<file path="src/verilog/esl_pkg.sv">
// Constants and types shared by the standard event status logic
`default_nettype none
package esl_pkg;

    // Width of the event latch, mask and status byte
    localparam int unsigned ESL_BYTE_W = 8;
    // Width of an error code magnitude
    localparam int unsigned ESL_CODE_W = 10;

    // Event latch bit positions
    localparam int unsigned ESL_BIT_CMD_ERR = 5;
    localparam int unsigned ESL_BIT_EXE_ERR = 4;
    localparam int unsigned ESL_BIT_DEV_ERR = 3;
    localparam int unsigned ESL_BIT_QRY_ERR = 2;
    localparam int unsigned ESL_BIT_OP_DONE = 0;
    // Event summary position in the status byte
    localparam int unsigned ESL_BIT_SUMMARY = 5;

    // Reset values
    localparam logic [7:0] ESL_MASK_RST = 8'h00;
    localparam logic [7:0] ESL_LATCH_RST = 8'h00;
    localparam logic [7:0] ESL_STB_RST = 8'h00;

    // Bits that can ever be latched; 7, 6 and 1 are unused
    localparam logic [7:0] ESL_LATCH_USED = 8'h3d;

    // Error code class bounds (hundreds ranges)
    localparam logic [9:0] ESL_CLASS1_LO = 10'h064;
    localparam logic [9:0] ESL_CLASS2_LO = 10'h0c8;
    localparam logic [9:0] ESL_CLASS3_LO = 10'h12c;
    localparam logic [9:0] ESL_CLASS4_LO = 10'h190;
    localparam logic [9:0] ESL_CLASS4_HI = 10'h1f3;

    // Operation complete tracking, one-hot
    typedef enum logic [1:0] {
        ESL_OPC_IDLE = 2'b01,
        ESL_OPC_PENDING = 2'b10
    } esl_opc_e;

endpackage
`default_nettype wire

</file>
<file path="src/verilog/esl_err_if.sv">
// Error report carrier between the status top and its classifier
`timescale 1ns/1ps
`default_nettype none
interface esl_err_if;
    // Error report strobe
    logic err_valid;
    // Error code magnitude
    logic [9:0] err_code;
    // Event latch bits the error sets
    logic [7:0] err_bits;

    // Classifier side
    modport classifier (input err_valid, input err_code, output err_bits);
    // Status logic side
    modport user (output err_valid, output err_code, input err_bits);
endinterface
`default_nettype wire

</file>
<file path="src/verilog/esl_status.sv">
// Standard event status latch, enable mask and status byte summary
`timescale 1ns/1ps
`default_nettype none
module esl_status
(
    // Clock and reset
    input wire logic clock,
    input wire logic reset,

    // Instrument commands, one-cycle strobes
    input wire logic clear_status_cmd,
    input wire logic mask_write_cmd,
    input wire logic [esl_pkg::ESL_BYTE_W-1:0] mask_write_data,
    input wire logic mask_query_cmd,
    input wire logic latch_query_cmd,
    input wire logic op_done_cmd,

    // Event sources
    input wire logic err_valid,
    input wire logic [esl_pkg::ESL_CODE_W-1:0] err_code,
    input wire logic ques_fault_set,
    input wire logic ops_idle,

    // Other status byte bits, summaries from outside
    input wire logic [esl_pkg::ESL_BYTE_W-1:0] status_other,

    // Query answer
    output logic query_valid,
    output logic [esl_pkg::ESL_BYTE_W-1:0] query_data,

    // Register views
    output logic [esl_pkg::ESL_BYTE_W-1:0] standard_event_latch,
    output logic [esl_pkg::ESL_BYTE_W-1:0] event_enable_mask,
    output logic [esl_pkg::ESL_BYTE_W-1:0] status_summary_byte,
    output logic event_summary_flag,
    output logic op_pending,

    // Clear strobes to neighbouring status blocks
    output logic error_queue_flush,
    output logic event_regs_clear
);
    import esl_pkg::*;

    // Whole block state
    typedef struct packed {
        logic [7:0] latch;    // Sticky event bits
        logic [7:0] mask;     // Summary enable mask
        esl_opc_e operation_done_flag;        // Done tracking
        logic resp_valid;     // Answer strobe
        logic [7:0] resp;     // Answer byte
        logic [7:0] stb;      // Status byte view
        logic summary;        // Event summary copy
        logic flush;          // Error queue flush strobe
        logic clr;            // Event register clear strobe
    } esl_state_s;

    esl_state_s state;       // Registered state
    esl_state_s next_state;  // Next state

    // Carrier to the classifier
    esl_err_if err_bus ();

    // Classified error bits
    logic [7:0] class_bits;
    // All bits raised this cycle
    logic [7:0] set_bits;
    // All bits cleared this cycle
    logic [7:0] clr_bits;

    // Drive the error report into the classifier
    assign err_bus.err_valid = err_valid;
    assign err_bus.err_code = err_code;
    assign class_bits = err_bus.err_bits;

    // Error code classifier
    esl_err_classify u_classify
    (
        .err (err_bus.classifier)
    );

    // Overlap of latch and mask gives the summary
    function automatic logic esl_summary(input logic [7:0] latch, input logic [7:0] mask);
        return |(latch & mask);
    endfunction

    // Next state computation
    always_comb
    begin
        next_state = state;
        set_bits = class_bits;
        clr_bits = 8'h00;
        next_state.resp_valid = 1'b0;
        next_state.flush = 1'b0;
        next_state.clr = 1'b0;

        // Device fault with questionable bit newly set
        if (ques_fault_set)
        begin
            set_bits[ESL_BIT_DEV_ERR] = 1'b1;
        end

        // Done tracking state machine
        case (state.operation_done_flag)
            ESL_OPC_IDLE:
            begin
                // Nothing outstanding
                if (op_done_cmd)
                begin
                    next_state.operation_done_flag = ESL_OPC_PENDING;
                    clr_bits[ESL_BIT_OP_DONE] = 1'b1;
                end
            end
            ESL_OPC_PENDING:
            begin
                // Waiting for all operations to finish
                if (op_done_cmd)
                begin
                    clr_bits[ESL_BIT_OP_DONE] = 1'b1;
                end
                else if (ops_idle)
                begin
                    next_state.operation_done_flag = ESL_OPC_IDLE;
                    set_bits[ESL_BIT_OP_DONE] = 1'b1;
                end
            end
            default:
            begin
                // Recover from an illegal code
                next_state.operation_done_flag = ESL_OPC_IDLE;
            end
        endcase

        // Command handling, clear-status first
        if (clear_status_cmd)
        begin
            next_state.flush = 1'b1;
            next_state.clr = 1'b1;
            next_state.operation_done_flag = ESL_OPC_IDLE;
            clr_bits = 8'hff;
        end
        else if (latch_query_cmd)
        begin
            // Answer with contents, then empty
            next_state.resp_valid = 1'b1;
            next_state.resp = state.latch;
            clr_bits = 8'hff;
        end
        else if (mask_query_cmd)
        begin
            // Mask answered untouched
            next_state.resp_valid = 1'b1;
            next_state.resp = state.mask;
        end
        else if (mask_write_cmd)
        begin
            // Whole byte, so always in 0..255
            next_state.mask = mask_write_data;
        end

        // Sticky latch, a new event wins over a clear
        next_state.latch = ((state.latch & ~clr_bits) | set_bits) & ESL_LATCH_USED;

        // Summary and status byte from the next values
        next_state.summary = esl_summary(next_state.latch, next_state.mask);
        next_state.stb = status_other;
        next_state.stb[ESL_BIT_SUMMARY] = next_state.summary;
        if (clear_status_cmd)
        begin
            // Status byte cleared with the event registers
            next_state.stb = ESL_STB_RST;
        end
    end

    // State register
    always_ff @(posedge clock)
    begin
        if (reset)
        begin
            state.latch <= ESL_LATCH_RST;
            state.mask <= ESL_MASK_RST;
            state.operation_done_flag <= ESL_OPC_IDLE;
            state.resp_valid <= 1'b0;
            state.resp <= 8'h00;
            state.stb <= ESL_STB_RST;
            state.summary <= 1'b0;
            state.flush <= 1'b0;
            state.clr <= 1'b0;
        end
        else
        begin
            state <= next_state;
        end
    end

    // Outputs straight from the state flops
    assign query_valid = state.resp_valid;
    assign query_data = state.resp;
    assign standard_event_latch = state.latch;
    assign event_enable_mask = state.mask;
    assign status_summary_byte = state.stb;
    assign event_summary_flag = state.summary;
    assign op_pending = state.operation_done_flag[1];
    assign error_queue_flush = state.flush;
    assign event_regs_clear = state.clr;
endmodule
`default_nettype wire

</file>
<file path="src/verilog/esl_err_classify.sv">
// Maps a reported error code onto event latch bits
`timescale 1ns/1ps
`default_nettype none
module esl_err_classify
(
    // Error report in, bits out
    esl_err_if.classifier err
);
    import esl_pkg::*;

    // Hundreds range of a code to one event bit
    function automatic logic [7:0] esl_class_bits(input logic [9:0] code);
        logic [7:0] bits;
        bits = 8'h00;
        if (code >= ESL_CLASS1_LO && code < ESL_CLASS2_LO)
        begin
            bits[ESL_BIT_CMD_ERR] = 1'b1;
        end
        else if (code >= ESL_CLASS2_LO && code < ESL_CLASS3_LO)
        begin
            bits[ESL_BIT_EXE_ERR] = 1'b1;
        end
        else if (code >= ESL_CLASS3_LO && code < ESL_CLASS4_LO)
        begin
            bits[ESL_BIT_DEV_ERR] = 1'b1;
        end
        else if (code >= ESL_CLASS4_LO && code <= ESL_CLASS4_HI)
        begin
            bits[ESL_BIT_QRY_ERR] = 1'b1;
        end
        return bits;
    endfunction

    // Only a valid report produces bits
    always_comb
    begin
        err.err_bits = err.err_valid ? esl_class_bits(err.err_code) : 8'h00;
    end
endmodule
`default_nettype wire

</file>
<file path="config.mk">
export PLATFORM = sky130hd
export DESIGN_NAME = esl_status
export DESIGN_NICKNAME = d
export VERILOG_FILES = /design/src/verilog/esl_pkg.sv /design/src/verilog/esl_err_if.sv /design/src/verilog/esl_status.sv /design/src/verilog/esl_err_classify.sv
export SDC_FILE = /design/constraint.sdc
export NUM_CORES = 1
export LEC_CHECK = 0
export CORE_MARGIN = 4
export CORE_UTILIZATION = 50
export DETAILED_ROUTE_END_ITERATION = 7
export DONT_BUFFER_PORTS = 1
export HOLD_SLACK_MARGIN = 0.06
export PLACE_DENSITY = 0.65
export RECOVER_POWER = 100
export SYNTH_ARGS = -nofsm -noshare
export SYNTH_HDL_FRONTEND = slang
export SYNTH_SLANG_ARGS = --single-unit
export TNS_END_PERCENT = 20
</file>
<file path="constraint.sdc">
create_clock -name clock -period 1.6 [get_ports clock]
set_input_delay 0.08 -clock clock [delete_from_list [all_inputs] [get_ports clock]]
set_output_delay 0.08 -clock clock [all_outputs]
set_load 0.05 [all_outputs]
</file>
==> run summary, run 1 <==
Status: finished, final reports clean
Dpl ws: 0.007921 ns
RR Startpoint: op_pending
Hold WC Path Type: in -> reg
Buffers and inverters on the worst path: 1
Hold path endpoint: standard_event_latch[3]
CTS tree: done
I/O pin cnt: 73
Worst-Margin Slew: 0.8882 ns
P_leak: 0.0008289 µW
Initial antenna violation count: 0
Worst setup EP type: flop
GRT Util Overall: 17.67%
H-tree lvl count: 2
RSZ-0062 raised after global routing: yes
Worst Setup Start Kind: flop
Worst path required time: 1.80 ns
Clock Latency Late Sink: 0.33 ns
Drc violations: 0
P per Cell Area: 905.5 nW/µm²
CP Depth: 7
Switching Fraction: 28.02%
XOR/XNOR Fraction of Synth Area: 0%
Iter 0 DRT Violations: 50
Sw Pwr: 502.3 µW
Mux cell area share after synthesis: 4.943%
Async SR Flop Fraction: 0%
Max clock buf depth: 2
CTS Sinks: 34
Area contributors post-synth: dfxtp_1 (41%), buf_4 (15%), nor2_1 (7.8%), mux2i_1 (4.3%), and2_1 (2.7%)
Largest family of logic cells by synthesized area: simple AND/OR/NAND/NOR gates
Count of input and output buffers: 0
DR WL/cell: 14.49 µm
Worst setup margin: 0.03605 ns
Max-slew violation count: 0
ANT cells: 0
Simple-Gate Fraction of Synth Area: 19.77%
Worst hold path depth: 4
Crit path time final: 1.564 ns
Max-Slew Margin vs Limit: 40.78%
Number of max-cap violations: 0
Synth area leader: dfxtp_1
Initial DRT Pass Iterations: 4
Yosys cell types: 36
R2r endpoint: event_summary_flag
Worst-path clk slew: 0.10 ns
Worst reg2reg path depth: 7
Final setup fails: 0
Largest net degree at the start of global routing: 26
Final Net Count: 243
CP peak stage delay: 0.35 ns
Synth warn: 0
DRT antenna net count: 0
R2R Setup Slk: 0.04 ns
Logic pwr share: 16.4%
Die area: 4273 µm²
Post-Route WL: 3623 µm
#FFs+latches synth: 34
FP Rows: 20
Placer Congestion: 0.7452
Compound-Gate Fraction of Synth Area: 13.23%
Initial Util: 53.02%
Final core occ: 63.79%
Max VDD drop: 692.2 µV
Number of global-route vias before repair: 1,250
GR Overflow Total: 0
Ys flop type: dfxtp_1
Final worst path period share: 97.75%
CP arrival: 1.76 ns
Share of total power in the clock network: 32.3%
EDFF count, synth: 0
HPWL after DPL: 2551 µm
Part of the power in registers: 51.4%
Hold WS: 0.09818 ns
Vias per cell: 4.984
Via Count: 1,246
CP max stage cell: dfxtp_4
Final Hold Viols: 0
Core area: 3103 µm²
Die height: 65.37 µm
Syn Area/Cell: 8.942 µm²
Share of layout cells above drive strength 1: 23.30%
Worst path cell trace: inv_1, ha_1, nand2b_4, a32oi_2, o22ai_2, nor2_2, a21oi_2
Top-area cell type share of the netlist area: 41.37%
Global-route wire length before repair: 5727 µm
Chip Width: 65.37 µm
CP top delay family: compound AO/OA/AOI/OAI gates
Adder-cell share of the synthesized area: 1.521%
Setup Skew: 0.006687 ns
Internal power: 1290 µW
Sequential-to-total area share from yosys stat: 41.37%
P&R area growth vs syn: 20.30%
Num CTS Buffers: 5
Highest clock rate: 639.4 MHz
Post-synthesis cell area: 1645 µm²
Clk root buf: clkbuf_4
Cells after Synth: 184
Worst Path Max Fanout: 2
Crit path kind: reg -> reg
HP Start: err_code[9]
==> cells in the mapped netlist (2+ instances only) <==
library cell and n:
buf_4 33, nor2b_1 7, nor2_1 34, dfxtp_1 34, ha_1 2, inv_1 8
o21a_1 2, buf_6 2, o21ai_0 3, a22oi_1 3, nand2_1 2, nand2b_1 2
mux2i_1 7, clkbuf_1 3, a21oi_1 8, a32oi_1 2, and2_1 7, nor3_1 7
==> registers in the layout (all words and copies together), names as in the netlist <==
signal and cells:
event_enable_mask 8, standard_event_latch 5, query_data 8, state 1, op_pending 1, status_summary_byte 8, error_queue_flush 1, query_valid 1
event_summary_flag 1
==> worst reg2reg max path: cells and delay by family (launching register included) <==
family / cells / cell delay [ns]
fa+ha+maj: 1 / 0.30
flops: 1 / 0.35
buf+inv: 1 / 0.04
compound gates: 3 / 0.39
simple gates: 2 / 0.33
==> stage by stage <==
stage	cells	setup TNS, ns	power (µW)	instance area [µm²]
after floorplan	186	0	1166	1657
after global routing	250	-0.05522	1870	1979
after global placement	217	0	1157	1618
after CTS	249	0	1789	1939
final	250	0	1792	1979
after detailed placement	217	0	1162	1618
==> routing by layer <==
metal	part of all wire [%]	track usage (%)	up-vias
met5	0	0	-
met4	2.0	5.440	0
met3	10	7.350	8
met2	48	29.96	60
met1	40	20.13	553
li1	-	-	625
==> power by group through the flow <==
stage	Clock, µW	Combinational, µW	Sequential (µW)
2_1_floorplan	0	244	922
3_3_place_gp	0	217	940
3_5_place_dp	0	222	940
4_1_cts	586	283	920
5_1_grt	630	315	925
6_report	579	293	920
==> timing repair <==
action	in CTS	in global routing
setup buffers	0	1
gates resized for setup	1	6
pin swaps	0	2
setup endpoints to repair	2	11
hold endpoints to repair	34	0
hold buffers	24	0
==> cells by family after synthesis <==
family	Yosys count
AOI/OAI and AO/OA	29
other	1
and+or+nand+nor	64
buffers and inverters	46
adders and majority gates	2
muxes	8
DFF	34
==> cells in the final DEF, fill, tap and decap left out, types with 2 or more instances in the layout <==
cell type and n:
a21oi_1 8, a22oi_1 3, and2_1 7, buf_4 26, clkbuf_4 5, clkbuf_8 3
conb_1 3, dfxtp_1 33, dlygate4sd3_1 23, ha_1 2, inv_1 8, mux2i_1 7
nand2_1 2, nor2_1 32, nor2_2 2, nor2b_1 7, nor3_1 7, o21a_1 2
o21ai_0 3
==> how the worst max path moves through the flow <==
| stage | from | to | slack [ns] |
|---|---|---|---|
| detailed placement | op_pending | event_summary_flag | 0.008 |
| floorplan | op_pending | event_summary_flag | 0.03 |
| CTS | clear_status_cmd | event_summary_flag | 0.005 |
| global route | op_pending | event_summary_flag | -0.05 |
| global placement | op_pending | event_summary_flag | 0.12 |
| finish | op_pending | event_summary_flag | 0.04 |
==> area by class of cell <==
class	instances	area, µm²
sequential	34	684.4
multi-input combinational	106	693.2
tap	44	55.05
fill	280	1124
timing repair buffer	50	437.9
clock buffer	8	78.83
inverter	8	30.03
(Power assumes the default switching activity.)
==> inputs of run 2 (changes only) <==
Settings changed: BUFFER_PORTS_ARGS set to -buffer_cell sky130_fd_sc_hd__buf_2, CORE_UTILIZATION 50 to 46, DONT_BUFFER_PORTS 1 to not set, PLACE_DENSITY 0.65 to 0.78.
==> run 2 against run 1 <==
Net effect: cell count increased by 15%; critical path type unchanged; clock power increased by 1%; critical path depth unchanged; first-iteration DRC count increased by 56%; global-route usage decreased by 1.2 points; clock skew decreased by 0.00080 ns; total power increased by 1.1%; via count increased by 9.0%.
==> run summary, run 2 (same netlist as run 1, synthesis figures left out) <==
Final Net Count: 279 (+15%)
Setup TNS: 0 ns (unchanged)
Crit path kind: reg -> reg
Initial antenna violation count: 0 (unchanged)
DR WL/cell: 12.61 µm (-13%)
Largest net degree at the start of global routing: 25 (-3.8%)
Clock Latency Late Sink: 0.33 ns (about the same)
CP top delay family: compound AO/OA/AOI/OAI gates
RSZ-0062 raised after global routing: no
HPWL after DPL: 2630 µm (+3.1%)
CP peak stage delay: 0.37 ns (+0.02 ns)
Final Hold Viols: 0 (unchanged)
Chip Width: 67.81 µm (+3.7%)
Worst setup EP type: flop
Share of layout cells above drive strength 1: 20.25% (-3.1 points)
Final setup fails: 0 (unchanged)
Number of cells after detailed placement: 265 (+22%)
GRT Max-Usage Layer: met2
Die height: 67.81 µm (+3.7%)
DRT antenna net count: 0 (unchanged)
Post-DP Area: 1800 µm² (+11%)
Max-slew violation count: 0 (unchanged)
ANT cells: 0 (unchanged)
H-tree lvl count: 2 (unchanged)
CP arrival: 1.75 ns (about the same)
CP Depth: 7 (unchanged)
Fillers: 324 (+16%)
Initial Util: 48.54% (-4.5 points)
Clk root buf: clkbuf_4
Final worst path period share: 95.20% (-2.5 points)
P_leak: 0.0008082 µW (-2.5%)
Placer Congestion: 0.7163 (-3.9%)
Max-Slew Margin vs Limit: 57.70% (+17 points)
Worst hold path depth: 3 (-1)
Num CTS Buffers: 5 (unchanged)
Core area: 3390 µm² (+9.2%)
Max clock buf depth: 2 (unchanged)
Worst path required time: 1.83 ns (+0.03 ns)
Met1 usage: 19.53% (-0.59 points)
Commonest cells after routing, fill and taps aside: clkbuf_1 (39), nor2_1 (33), dfxtp_1 (33), buf_2 (31), dlygate4sd3_1 (15)
Worst Setup Start Kind: flop
R2R Setup Slk: 0.08 ns (+0.04 ns)
Worst-Margin Slew: 0.6372 ns (-0.2511 ns)
P per Cell Area: 918.7 nW/µm² (+1.5%)
Vias per cell: 4.715 (-5.4%)
Count of input and output buffers: 66 (+66)
Buffers and inverters on the worst path: 1 (unchanged)
Register area: 684.4 µm² (unchanged)
Setup Skew: 0.005882 ns (-0.0008047 ns)
FP Rows: 21 (+5.0%)
Drc violations: 0 (unchanged)
Crit path time final: 1.523 ns (-0.04068 ns)
Total chip power: 1812 µW (+1.1%)
Worst Path Max Fanout: 4 (+2)
Die area: 4598 µm² (+7.6%)
Met2 Track Usage GR: 27.83% (-2.1 points)
Max VDD drop: 366.0 µV (-47%)
Most common cell after layout, fill and taps aside: clkbuf_1
Via Count: 1,358 (+9.0%)
Post-Layout Cell Count: 288 (+15%)
M3 GR Usage: 3.494% (-3.9 points)
CP max stage cell: dfxtp_4
Post-Route WL: 3633 µm (+0.28%)
P&R area growth vs syn: 19.85%
GR Overflow Total: 0 (unchanged)
Highest clock rate: 656.5 MHz (+2.7%)
CTS Sinks: 34 (unchanged)
CTS tree: done
Area occupied by multi-input gates: 661.9 µm² (-4.5%)
Hold WC Path Type: in -> reg
Setup Buffers After CTS: 0 (unchanged)
Global-route wire length before repair: 5520 µm (-3.6%)
Status: finished, final reports clean
Worst reg2reg path depth: 7 (unchanged)
Number of max-cap violations: 0 (unchanged)
Number of global-route vias before repair: 1,248 (-0.16%)
Final core occ: 58.18% (-5.6 points)
GRT Util Overall: 16.44% (-1.2 points)
I/O pin cnt: 73 (unchanged)
Worst-path clk slew: 0.10 ns (about the same)
Iter 0 DRT Violations: 78 (+56%)
Layout Cell Area excl Fill: 1972 µm² (-0.38%)
Initial DRT Pass Iterations: 4 (unchanged)
Worst path cell trace: inv_1, ha_1, nand2b_1, a32oi_2, o22ai_2, nor2_2, a21oi_2
run 2: cell types whose count changed in the layout (fill, tap and decap cells not counted), moves of 8 or more:
cell and delta:
clkbuf_1 +39, buf_4 -25, buf_2 +31, dlygate4sd3_1 -8
run 2: metrics by stage:
step | setup WS [ns] | hold WS [ns]
after global placement | 0.09701 | 0.2787
after global routing | 0.002990 | 0.07974
after floorplan | 0.02721 | 0.1516
after CTS | 0.02184 | 0.06544
final | 0.07673 | 0.06908
after detailed placement | 0.03969 | 0.2811
run 2: final cells by class:
| cell class | instances | area share [%] |
|---|---|---|
| Clock buffer | 8 | 3.997 |
| Inverter | 8 | 1.523 |
| Multi-Input combinational cell | 106 | 33.57 |
| Sequential cell | 34 | 34.71 |
| Tap cell | 46 | 2.919 |
| Timing Repair Buffer | 86 | 23.29 |
run 2: worst paths after layout:
| check | start | endpoint |
|---|---|---|
| min reg2reg | query_data[5] | query_data[5] |
| min | mask_query_cmd | query_valid |
| max | op_pending | event_summary_flag |
| max reg2reg | op_pending | event_summary_flag |
run 2: power by group:
| part | leakage (µW) | total (µW) | internal [µW] | switching (µW) |
|---|---|---|---|---|
| clock network | 0.0000446 | 585 | 300 | 285 |
| registers | 0.000278 | 889 | 875 | 14.3 |
| logic | 0.000485 | 337 | 111 | 227 |
| total | 0.000808 | 1810 | 1290 | 526 |
run 2: worst min-delay path, delay by kind of cell:
family | cells | cell delay [ns]
AND/OR/NAND/NOR | 2 | 0.18
buffers and inverters | 1 | 0.10
run 2: metal layers:
metal | share of wire (%) | up-vias | wire, µm
li1 | - | 697 | -
met1 | 42 | 609 | 1520
met2 | 49 | 44 | 1787
met3 | 6.7 | 8 | 245
met4 | 2.2 | 0 | 80
met5 | 0 | - | 0
run 2: timing repair:
action                     CTS  global route
resized for setup            0             3
hold endpoints to repair    15             0
hold buffers                15             0
setup endpoints to repair    0             2
